--- config.mk ---
export PLATFORM = sky130hd
export DESIGN_NAME = ebma_arbiter
export DESIGN_NICKNAME = d
export VERILOG_FILES = /design/src/hdl/ebma_pkg.sv /design/src/hdl/ebma_arbiter.sv
export SDC_FILE = /design/constraint.sdc
export NUM_CORES = 1
export LEC_CHECK = 0
export ABC_AREA = 1
export BUFFER_PORTS_ARGS = -buffer_cell sky130_fd_sc_hd__buf_4
export CELL_PAD_IN_SITES_DETAIL_PLACEMENT = 0
export CELL_PAD_IN_SITES_GLOBAL_PLACEMENT = 1
export CORE_ASPECT_RATIO = 0.8
export CORE_MARGIN = 2
export CORE_UTILIZATION = 40
export CTS_BUF_LIST = sky130_fd_sc_hd__clkbuf_8 sky130_fd_sc_hd__clkbuf_16
export DETAILED_ROUTE_END_ITERATION = 10
export MAX_ROUTING_LAYER = met4
export PLACE_DENSITY_LB_ADDON = 0.15
export SYNTH_ARGS = -nofsm -noshare
export SYNTH_HDL_FRONTEND = slang
export SYNTH_SLANG_ARGS = --single-unit
--- constraint.sdc ---
create_clock -name sys_clk -period 2.8 [get_ports sys_clk]
set_input_delay 0.28 -clock sys_clk [delete_from_list [all_inputs] [get_ports sys_clk]]
set_output_delay 0.28 -clock sys_clk [all_outputs]
set_load 0.01 [all_outputs]
--- src/hdl/ebma_pkg.sv ---
// Shared constants, carriers and state codes for the external bus
// mastership arbiter.
// Assumes one 100 MHz system clock from which the bus clock is divided.
package ebma_pkg;

  // ----------------------------------------------------------------
  // Timing
  // ----------------------------------------------------------------
  localparam int SYS_PERIOD_NS = 10;
  localparam int REFRESH_CNT_W = 16;

  // ----------------------------------------------------------------
  // Reset and idle levels of the pins
  // ----------------------------------------------------------------
  localparam logic PIN_NEGATED = 1'b1;
  localparam logic PIN_ASSERTED = 1'b0;
  localparam logic OE_OFF = 1'b1;
  localparam logic OE_ON = 1'b0;
  localparam logic BCLK_RESET = 1'b0;

  // ----------------------------------------------------------------
  // Carriers
  // ----------------------------------------------------------------
  // Core sequences during which the bus must stay with the device
  typedef struct packed {
    logic line_fill;
    logic copyback;
    logic tas_gap;
    logic split_cycle;
    logic dma_16byte;
  } ebma_no_release_t;

  // Core activity, conditions that forbid a grant, and open SDRAM banks
  typedef struct packed {
    logic cycle_active;
    logic idle_wait_active;
    logic self_refresh;
    logic clock_stopping;
    logic banks_open;
  } ebma_core_t;

  // Pin side controls toward the pad ring
  typedef struct packed {
    logic ad_oe_n;
    logic ctrl_oe_n;
    logic ctrl_negate;
  } ebma_pad_t;

  // ----------------------------------------------------------------
  // Arbiter states
  // ----------------------------------------------------------------
  typedef enum logic [3:0] {
    S_OWN,
    S_DRAIN,
    S_PRECHARGE_ALL_CMD,
    S_NEGATE,
    S_ACK_WAIT,
    S_CTL_FLOAT,
    S_EXT,
    S_RECLAIM,
    S_REDRIVE,
    S_SETTLE
  } ebma_state_t;

endpackage : ebma_pkg

--- src/hdl/ebma_arbiter.sv ---
// External bus mastership arbiter: hands the memory bus between this
// device and one external master over an active-low request/acknowledge.
// Assumes the bus state controller reports its cycle activity on sys_clk,
// and that the pad ring resolves pins from the enables given here.
`timescale 1ns/100ps
`default_nettype none

// How it works
// - Device owns bus after reset, releases only on external request.
// - All control strobes are driven inactive before the bus is released.
// - On reclaim, strobes are driven inactive first, accesses resume later.
// - Hand-over only between cycles; a running cycle finishes first.
// - Idle wait cycles between accesses count as an active cycle.
// - No release during line fill, copyback, TEST_AND_SET_INSTR gap, split cycles, 16-byte DMA.
// - No grant during SDRAM self-refresh, clock stop or reset.
// - Refresh and bus requests are still taken during burst DMA.
// - Request low: finish cycle, release bus, assert acknowledge low.
// - Master returns the bus by raising request; device then resumes.
// - Open SDRAM banks get a precharge-all before the bus is released.
// - Float address/data on rise, acknowledge on fall, strobes on next rise.
// - The request input is sampled only on falling bus clock edges.
// - Negation seen on a fall; acknowledge negated next fall; drive next rise.
// - Power-on reset negates outputs, disables buffers, resets all state.
// - Manual reset keeps state, finishes the cycle, then waits for access.
// - Refresh counter runs through manual reset and raises refresh requests.
// - Bus requests are ignored while manual reset is asserted.
module ebma_arbiter
  import ebma_pkg::*;
#(
  parameter int REFRESH_NS = 15600
) (
  input wire logic sys_clk,
  input wire logic rstn,
  input wire logic ext_bus_request_n,
  input wire logic manual_reset_n,
  input wire ebma_core_t core,
  input wire ebma_no_release_t no_release,
  input wire logic precharge_all_cmd_done,
  input wire logic refresh_done,
  output logic bus_clock_out,
  output logic bus_ack_n,
  output ebma_pad_t pad,
  output logic precharge_all_cmd,
  output logic core_hold,
  output logic ext_owns,
  output logic refresh_pending,
  output logic refresh_start
);

  // ----------------------------------------------------------------
  // Derived timing
  // ----------------------------------------------------------------
  // A longest interval, so the division rounds down
  localparam int REFRESH_CYC = REFRESH_NS / SYS_PERIOD_NS;
  localparam logic [REFRESH_CNT_W-1:0] REFRESH_LAST = REFRESH_CNT_W'(REFRESH_CYC - 1);
  localparam logic [REFRESH_CNT_W-1:0] CNT_ZERO = '0;
  localparam logic [REFRESH_CNT_W-1:0] CNT_ONE = REFRESH_CNT_W'(1);

  ebma_state_t state_ff;
  ebma_state_t nxt_state;
  logic bclk_ff;
  logic req_s1_ff;
  logic req_s2_ff;
  logic mrst_s1_ff;
  logic mrst_s2_ff;
  logic ack_n_ff;
  logic ad_oe_n_ff;
  logic ctrl_oe_n_ff;
  logic ctrl_negate_ff;
  logic precharge_all_cmd_ff;
  logic refresh_req_ff;
  logic [REFRESH_CNT_W-1:0] refresh_cnt_ff;
  logic rise_tick;
  logic fall_tick;
  logic mrst;
  logic req_low_at_fall;
  logic req_high_at_fall;
  logic busy;
  logic stopped;

  // ----------------------------------------------------------------
  // Bus clock divider
  // ----------------------------------------------------------------
  // Toggle each sys_clk; the edge on which bclk_ff goes high is a rise tick
  always_ff @(posedge sys_clk or negedge rstn) begin
    if (!rstn) begin
      bclk_ff <= BCLK_RESET;
    end else begin
      bclk_ff <= ~bclk_ff;
    end
  end

  assign rise_tick = ~bclk_ff;
  assign fall_tick = bclk_ff;
  assign bus_clock_out = bclk_ff;

  // ----------------------------------------------------------------
  // Pin synchronisers
  // ----------------------------------------------------------------
  // Both pins are asynchronous; only the second stage is looked at
  always_ff @(posedge sys_clk or negedge rstn) begin
    if (!rstn) begin
      req_s1_ff <= PIN_NEGATED;
      req_s2_ff <= PIN_NEGATED;
      mrst_s1_ff <= PIN_NEGATED;
      mrst_s2_ff <= PIN_NEGATED;
    end else begin
      req_s1_ff <= ext_bus_request_n;
      req_s2_ff <= req_s1_ff;
      mrst_s1_ff <= manual_reset_n;
      mrst_s2_ff <= mrst_s1_ff;
    end
  end

  // Request is judged only in fall ticks
  assign req_low_at_fall = fall_tick & ~req_s2_ff;
  assign req_high_at_fall = fall_tick & req_s2_ff;
  assign mrst = ~mrst_s2_ff;

  // ----------------------------------------------------------------
  // Release gating
  // ----------------------------------------------------------------
  // Idle waits count as busy even though no strobe shows it
  assign busy = core.cycle_active | core.idle_wait_active | (|no_release);
  // The external master is expected to be asleep meanwhile
  assign stopped = core.self_refresh | core.clock_stopping;

  // ----------------------------------------------------------------
  // Arbitration sequence
  // ----------------------------------------------------------------
  // Burst DMA is deliberately not a blocking term here
  always_comb begin
    nxt_state = state_ff;
    unique case (state_ff)
      S_OWN: begin
        if (req_low_at_fall && !mrst) begin
          nxt_state = S_DRAIN;
        end
      end
      S_DRAIN: begin
        if (req_high_at_fall || mrst) begin
          nxt_state = S_OWN;
        end else if (!busy && !stopped) begin
          nxt_state = core.banks_open ? S_PRECHARGE_ALL_CMD : S_NEGATE;
        end
      end
      S_PRECHARGE_ALL_CMD: begin
        if (precharge_all_cmd_done) begin
          nxt_state = S_NEGATE;
        end
      end
      S_NEGATE: begin
        if (rise_tick && ctrl_negate_ff) begin
          nxt_state = S_ACK_WAIT;
        end
      end
      S_ACK_WAIT: begin
        if (fall_tick) begin
          nxt_state = S_CTL_FLOAT;
        end
      end
      S_CTL_FLOAT: begin
        if (rise_tick) begin
          nxt_state = S_EXT;
        end
      end
      S_EXT: begin
        if (req_high_at_fall) begin
          nxt_state = S_RECLAIM;
        end
      end
      S_RECLAIM: begin
        if (fall_tick) begin
          nxt_state = S_REDRIVE;
        end
      end
      S_REDRIVE: begin
        if (rise_tick) begin
          nxt_state = S_SETTLE;
        end
      end
      S_SETTLE: begin
        if (rise_tick) begin
          nxt_state = S_OWN;
        end
      end
    endcase
  end

  // After power-on the pins come back through the redrive steps
  always_ff @(posedge sys_clk or negedge rstn) begin
    if (!rstn) begin
      state_ff <= S_REDRIVE;
    end else begin
      state_ff <= nxt_state;
    end
  end

  // ----------------------------------------------------------------
  // Acknowledge output
  // ----------------------------------------------------------------
  always_ff @(posedge sys_clk or negedge rstn) begin
    if (!rstn) begin
      ack_n_ff <= PIN_NEGATED;
    end else if (state_ff == S_ACK_WAIT && fall_tick) begin
      ack_n_ff <= PIN_ASSERTED;
    end else if (state_ff == S_RECLAIM && fall_tick) begin
      ack_n_ff <= PIN_NEGATED;
    end
  end

  // ----------------------------------------------------------------
  // Address and data buffer enable
  // ----------------------------------------------------------------
  always_ff @(posedge sys_clk or negedge rstn) begin
    if (!rstn) begin
      ad_oe_n_ff <= OE_OFF;
    end else if (state_ff == S_NEGATE && rise_tick && ctrl_negate_ff) begin
      ad_oe_n_ff <= OE_OFF;
    end else if (state_ff == S_REDRIVE && rise_tick) begin
      ad_oe_n_ff <= OE_ON;
    end
  end

  // ----------------------------------------------------------------
  // Control strobe enable and forced negation
  // ----------------------------------------------------------------
  // Strobes float one bus clock after address, so the pull-ups see no glitch
  always_ff @(posedge sys_clk or negedge rstn) begin
    if (!rstn) begin
      ctrl_oe_n_ff <= OE_OFF;
    end else if (state_ff == S_CTL_FLOAT && rise_tick) begin
      ctrl_oe_n_ff <= OE_OFF;
    end else if (state_ff == S_REDRIVE && rise_tick) begin
      ctrl_oe_n_ff <= OE_ON;
    end
  end

  // Negation starts before the float and lasts a bus clock after redrive
  always_ff @(posedge sys_clk or negedge rstn) begin
    if (!rstn) begin
      ctrl_negate_ff <= 1'b1;
    end else if (nxt_state == S_NEGATE) begin
      ctrl_negate_ff <= 1'b1;
    end else if (state_ff == S_SETTLE && rise_tick) begin
      ctrl_negate_ff <= 1'b0;
    end
  end

  // ----------------------------------------------------------------
  // Precharge-all request
  // ----------------------------------------------------------------
  // Held as a level until the SDRAM controller reports completion
  always_ff @(posedge sys_clk or negedge rstn) begin
    if (!rstn) begin
      precharge_all_cmd_ff <= 1'b0;
    end else begin
      precharge_all_cmd_ff <= (nxt_state == S_PRECHARGE_ALL_CMD) && !precharge_all_cmd_done;
    end
  end

  // ----------------------------------------------------------------
  // Refresh counter
  // ----------------------------------------------------------------
  // Only power-on reset clears it; manual reset leaves it running
  always_ff @(posedge sys_clk or negedge rstn) begin
    if (!rstn) begin
      refresh_cnt_ff <= CNT_ZERO;
    end else if (refresh_cnt_ff == REFRESH_LAST) begin
      refresh_cnt_ff <= CNT_ZERO;
    end else begin
      refresh_cnt_ff <= refresh_cnt_ff + CNT_ONE;
    end
  end

  // A new request wins over a completion in the same cycle
  always_ff @(posedge sys_clk or negedge rstn) begin
    if (!rstn) begin
      refresh_req_ff <= 1'b0;
    end else if (refresh_cnt_ff == REFRESH_LAST) begin
      refresh_req_ff <= 1'b1;
    end else if (refresh_done) begin
      refresh_req_ff <= 1'b0;
    end
  end

  // ----------------------------------------------------------------
  // Outputs
  // ----------------------------------------------------------------
  assign bus_ack_n = ack_n_ff;
  assign pad = '{ad_oe_n: ad_oe_n_ff, ctrl_oe_n: ctrl_oe_n_ff, ctrl_negate: ctrl_negate_ff};
  assign precharge_all_cmd = precharge_all_cmd_ff;
  // Manual reset lets the running cycle end, then holds new accesses
  assign core_hold = (state_ff != S_OWN) | mrst;
  assign ext_owns = (state_ff == S_EXT);
  assign refresh_pending = refresh_req_ff;
  // Refresh may start even in manual reset or burst DMA
  assign refresh_start = refresh_req_ff & (state_ff == S_OWN) & ~core.cycle_active;
endmodule : ebma_arbiter

`default_nettype wire

### After elaboration in Yosys (flattened, before gate mapping)

Index checks and enable logic that the tools add are counted.

| word-level totals | value |
|---|---|
| register bits | 31 |
| word-level logic and storage cells | 84 |

| operators by class | value |
|---|---|
| add/sub/neg operators | 1 |
| eq/ne operators | 12 |
| multiplexer cells | 23 |
| bitwise operators | 12 |
| reduce and logical (&&, ||, !) cells | 23 |

Operators by type and width:

| cell | number |
|---|---|
| 4-bit 2-to-1 mux | 11 |
| 4-bit case mux with 10 select lines | 1 |
| 16-bit by 1-bit adder with 16-bit output, second input constant | 1 |
| 16-bit by 11-bit == test with 1-bit output, second input constant | 1 |
| 4-bit by 2-bit == test with 1-bit output, second input constant | 4 |
| 4-bit by 3-bit == test with 1-bit output, second input constant | 4 |
| 16-bit 2-to-1 mux | 1 |
| 1-bit logical AND | 11 |
| 1-bit 2-to-1 mux | 10 |
| 2-bit nonzero test | 5 |
| 4-bit == test, second input constant | 2 |
| 5-bit OR reduction | 1 |
| 1-bit AND | 4 |
| 4-bit by 1-bit == test with 1-bit output, second input constant | 1 |
| 4-bit zero test | 1 |
| 1-bit NOT | 4 |
| 1-bit OR | 4 |
| 4-bit nonzero test | 1 |
| 1-bit zero test | 3 |
| 1-bit logical OR | 1 |

### Longest topological paths before layout

| depth | value |
|---|---|
| word-level depth | 9 |
| depth in mapped cells | 10 |
| mapped depth without buffers | 9 |

### Worst setup path after synthesis

Ideal clock, no wire load.

| path | value |
|---|---|
| path type | flip-flop to flip-flop |
| start point | register state_ff[3] |
| end point | register precharge_all_cmd_ff (netlist: precharge_all_cmd) |
| library setup time | 0.116 ns |
| arrival time | 1.207 ns |
| required time | 2.684 ns |
| setup slack | 1.477 ns |
| cell stages (with the launch flop) | 10 |
| buffers on the path | 0 |
| period minus slack after synthesis | 1.323 ns |
| cell sequence | dfstp_2 -> inv_1 -> nor2_2 -> nand3_1 -> nand2_1 -> nor2_1 -> nand3_1 -> nand2_1 -> nand2_1 -> nor2_1 |

| between the ends | value |
|---|---|
| cells in the longest elaborated chain, start to end | 5 |
| elaborated cells between the ends (all ways) | 24 |
| those cells by class | eq/ne (10); mux (12); reduce/logical (2) |

RTL lines:

| element | line | RTL |
|---|---|---|
| start: declaration | ebma_arbiter.sv:59 | `ebma_state_t state_ff;` |
| start signal: assignment | ebma_arbiter.sv:195 | `state_ff <= nxt_state;` |
| 4-bit 2-to-1 mux | ebma_arbiter.sv:143 | `end else if (!busy && !stopped) begin` |
| 4-bit 2-to-1 mux | ebma_arbiter.sv:141 | `if (req_high_at_fall \|\| mrst) begin` |
| 4-bit case mux with 10 select lines (*) | ebma_arbiter.sv:134 | `unique case (state_ff)` |
| 4-bit by 2-bit == test with 1-bit output (*) | ebma_arbiter.sv:258 | `precharge_all_cmd_ff <= (nxt_state == S_PRECHARGE_ALL_CMD) && !precharge_all_cmd_done;` |
| 1-bit logical AND (*) | ebma_arbiter.sv:258 |  |
| end signal: assignment | ebma_arbiter.sv:258 |  |
| end: declaration | ebma_arbiter.sv:70 | `logic precharge_all_cmd_ff;` |

Mark *: on every way between the ends. The rest lies on a longest branch, timed or not.
A chain may end at the register's enable or synchronous reset.

### Final worst setup path

| path | value |
|---|---|
| start point | register state_ff[2] |
| end point | output port refresh_start |

| between the ends | value |
|---|---|
| cells in the longest elaborated chain, start to end | 3 |

RTL lines:

| element | line | RTL |
|---|---|---|
| 4-bit zero test | ebma_arbiter.sv:298 | `assign refresh_start = refresh_req_ff & (state_ff == S_OWN) & ~core.cycle_active;` |
| 1-bit AND (2 in series) | ebma_arbiter.sv:298 |  |
| end: declaration | ebma_arbiter.sv:47 | `output logic refresh_start` |

No other way between the ends.

==> results.toml <==
[run_status]
outcome = "finished, final reports clean"

[cts]
cts_resized = 0
cts-root-buf = "clkbuf_8"
cts-hold-fix-buffers = 1
cts.path.max_buffers = 2
h-tree-depth = 2
post-cts-setup-buffers = 0
cts_made_buffers = 5
clkTransAtPathRegs_ns = 0.07
cts_tree = "yes"
clk-insertion-delay-late_ns = 0.28
cts_sinks = 31

[setup_path]
arrival_ns = 1.42
crit_path_start_kind = "flop"
r2r_slack_ns = 1.24
max_stage_delay_ns = 0.44
critical_path_class = "reg2out"
cp_max_fo = 6
reg2reg_from = "state_ff[3]"
reg2reg_depth = 8
critPathTopFamily = "simple AND/OR/NAND/NOR gates"
critPathCaptureType = "primary output"
r2r-end = "ctrl_negate_ff"
slowest_stage = "dfrtp_1"
crit_chain = "nor2_2, nand2_2, nor3_1, buf_4"
crit_buf_inv = 1
worstPathRequired_ns = 2.52

[min_path]
hold_depth = 1
hp-class = "in2reg"
worstHoldStart = "manual_reset_n"
whs_endpoint = "mrst_s1_ff"

[detailed_routing]
dr.pass1.iters = 4
wl_met3_um = 278
routedWlPerCell_um = 12.8
met2_length_um = 1500
drtIter0Drc = 108
drc_errors = 0
vias = 1428
vias_per_cell = 4.84
routed.top_layer = "met4"
wl_met1_um = 1950
postRouteWirelength_um = 3770
ant_nets = 0

[global_routing]
grt_max_degree = 32
grt_use_total_pct = 18.5
antenna_found_initial = 0
grt_overflow_total = 0
grt_pass1_vias = 1298
grt_pass1_wl_um = 6350

[sta]
final_hold_viol_count = 0
max_freq_mhz = 589
hold-worst-slack_ns = 0.108
tightest_slew_ns = 0.401
finalSetupTns_ns = 0
finalSetupViolCount = 0
relSlewSlack_pct = 73.2
period_minus_slack_ns = 1.70
grt_setup_unrepaired = "no"
finClkSkew_ns = 0.00266
slew_viol_final = 0
post-route-period-util_pct = 60.6

[final_layout]
mostFrequentLayoutCells = "38 x nand2_1, 31 x inv_1, 27 x nor2_1, 25 x buf_4, 24 x nand3_1"
final_common_cell = "nand2_1"
largest_register = "refresh_cnt_ff"
syn2layout_area_growth_pct = 20.1
postLayoutCoreUtil_pct = 49.1
reg_top3 = "refresh_cnt_ff x16, state_ff x4"
finish.instance_area_um2 = 2020
num_antenna_cells = 0
layout.nets = 254
drive_above_1_share_pct = 25.2
largest_reg_flops = 16

[place]
gp_congestion = 0.924
portBuffers = 25
place_hpwl_um = 2900
dpl_cell_area_um2 = 1910

[logic_synthesis]
syn_area_per_cell_um2 = 8.10
synth_area_um2 = 1690
async_flop_share_pct = 100
synth_nets = 225
yosysSeqAreaShare_pct = 46.7
synth-edff-count = 0
synth_ff_type = "dfrtp_1"
ys_types = 28
ys_ff_latch = 31
netlist_instances = 208
yosysWarnings = 0

[floorplanning]
start_util_pct = 40.9
die-area_um2 = 4750
core_area_um2 = 4130
ios = 26
std_cell_rows = 21
die_h_um = 62.1
die_width_um = 76.6

[power_and_ir_drop]
irDropWorstVdd_uv = 426
leakage_nw = 1.01
p_per_area_nw_per_um2 = 735

[flow_run]
max_cap_violations = 0
## per-layer routing
metal / track usage, % / vias up
met5: - / -
met4: 6.75 / 0
met3: 5.20 / 5
met2: 24.8 / 55
met1: 26.6 / 658
li1: - / 710
## worst max-delay path by stage
stage	cells past startpoint	start	to	slack [ns]
after floorplan	9	state_ff[3]	precharge_all_cmd	1.48
after global placement	9	state_ff[3]	precharge_all_cmd	1.21
after detailed placement	8	state_ff[3]	ctrl_negate_ff	1.24
after CTS	4	state_ff[2]	refresh_start	1.11
after global routing	4	state_ff[2]	refresh_start	1.01
final	4	state_ff[2]	refresh_start	1.10
## Yosys cell counts, types with 2 or more instances
master | n | share of area (%)
nand2_1 | 38 | 8.5
inv_1 | 31 | 6.9
nor2_1 | 27 | 6.0
nand3_1 | 24 | 7.1
dfrtp_1 | 22 | 33
dfstp_2 | 9 | 14
xor2_1 | 9 | 4.7
nor3_1 | 5 | 1.5
o21ai_0 | 5 | 1.5
nand2_2 | 4 | 1.5
nor2_2 | 4 | 1.5
buf_4 | 3 | 1.3
inv_2 | 3 | 0.67
nand3_2 | 3 | 1.8
nand4_1 | 3 | 1.1
a21oi_1 | 2 | 0.59
nor3_4 | 2 | 1.9
nor4_1 | 2 | 0.74
o211ai_1 | 2 | 0.89
o21ai_1 | 2 | 0.59
## power by group
group          internal (mW)  switching, mW  leakage (nW)
logic                  0.190          0.325         0.584
clock network          0.223          0.167        0.0505
registers              0.522         0.0615         0.377
## cells by family after synthesis
| kind of cell | synth area share (%) |
|---|---|
| and+or+nand+nor | 33.1 |
| buffers and inverters | 9.58 |
| DFF | 46.7 |
| AOI/OAI and AO/OA | 4.68 |
| xor gates and xnor gates | 5.20 |
| adders and majority gates | 0.742 |
## stage by stage
step / worst slack (ns) / cells / total power, mW
after floorplan: 1.48 / 208 / 0.944
after global placement: 1.21 / 286 / 1.11
after detailed placement: 1.24 / 286 / 1.11
after CTS: 1.11 / 295 / 1.50
after global routing: 1.01 / 295 / 1.60
final: 1.10 / 295 / 1.49
## area by class of cell
| type | instances | area [um^2] |
|---|---|---|
| Sequential cell | 31 | 787 |
| Fill cell | 416 | 2100 |
| Tap cell | 57 | 71.3 |
| Clock buffer | 7 | 96.3 |
| Timing Repair Buffer | 26 | 198 |
| Multi-Input combinational cell | 139 | 737 |
| Inverter | 34 | 128 |
| Clock inverter | 1 | 7.51 |
No activity file was read; power rests on OpenSTA's default activity.
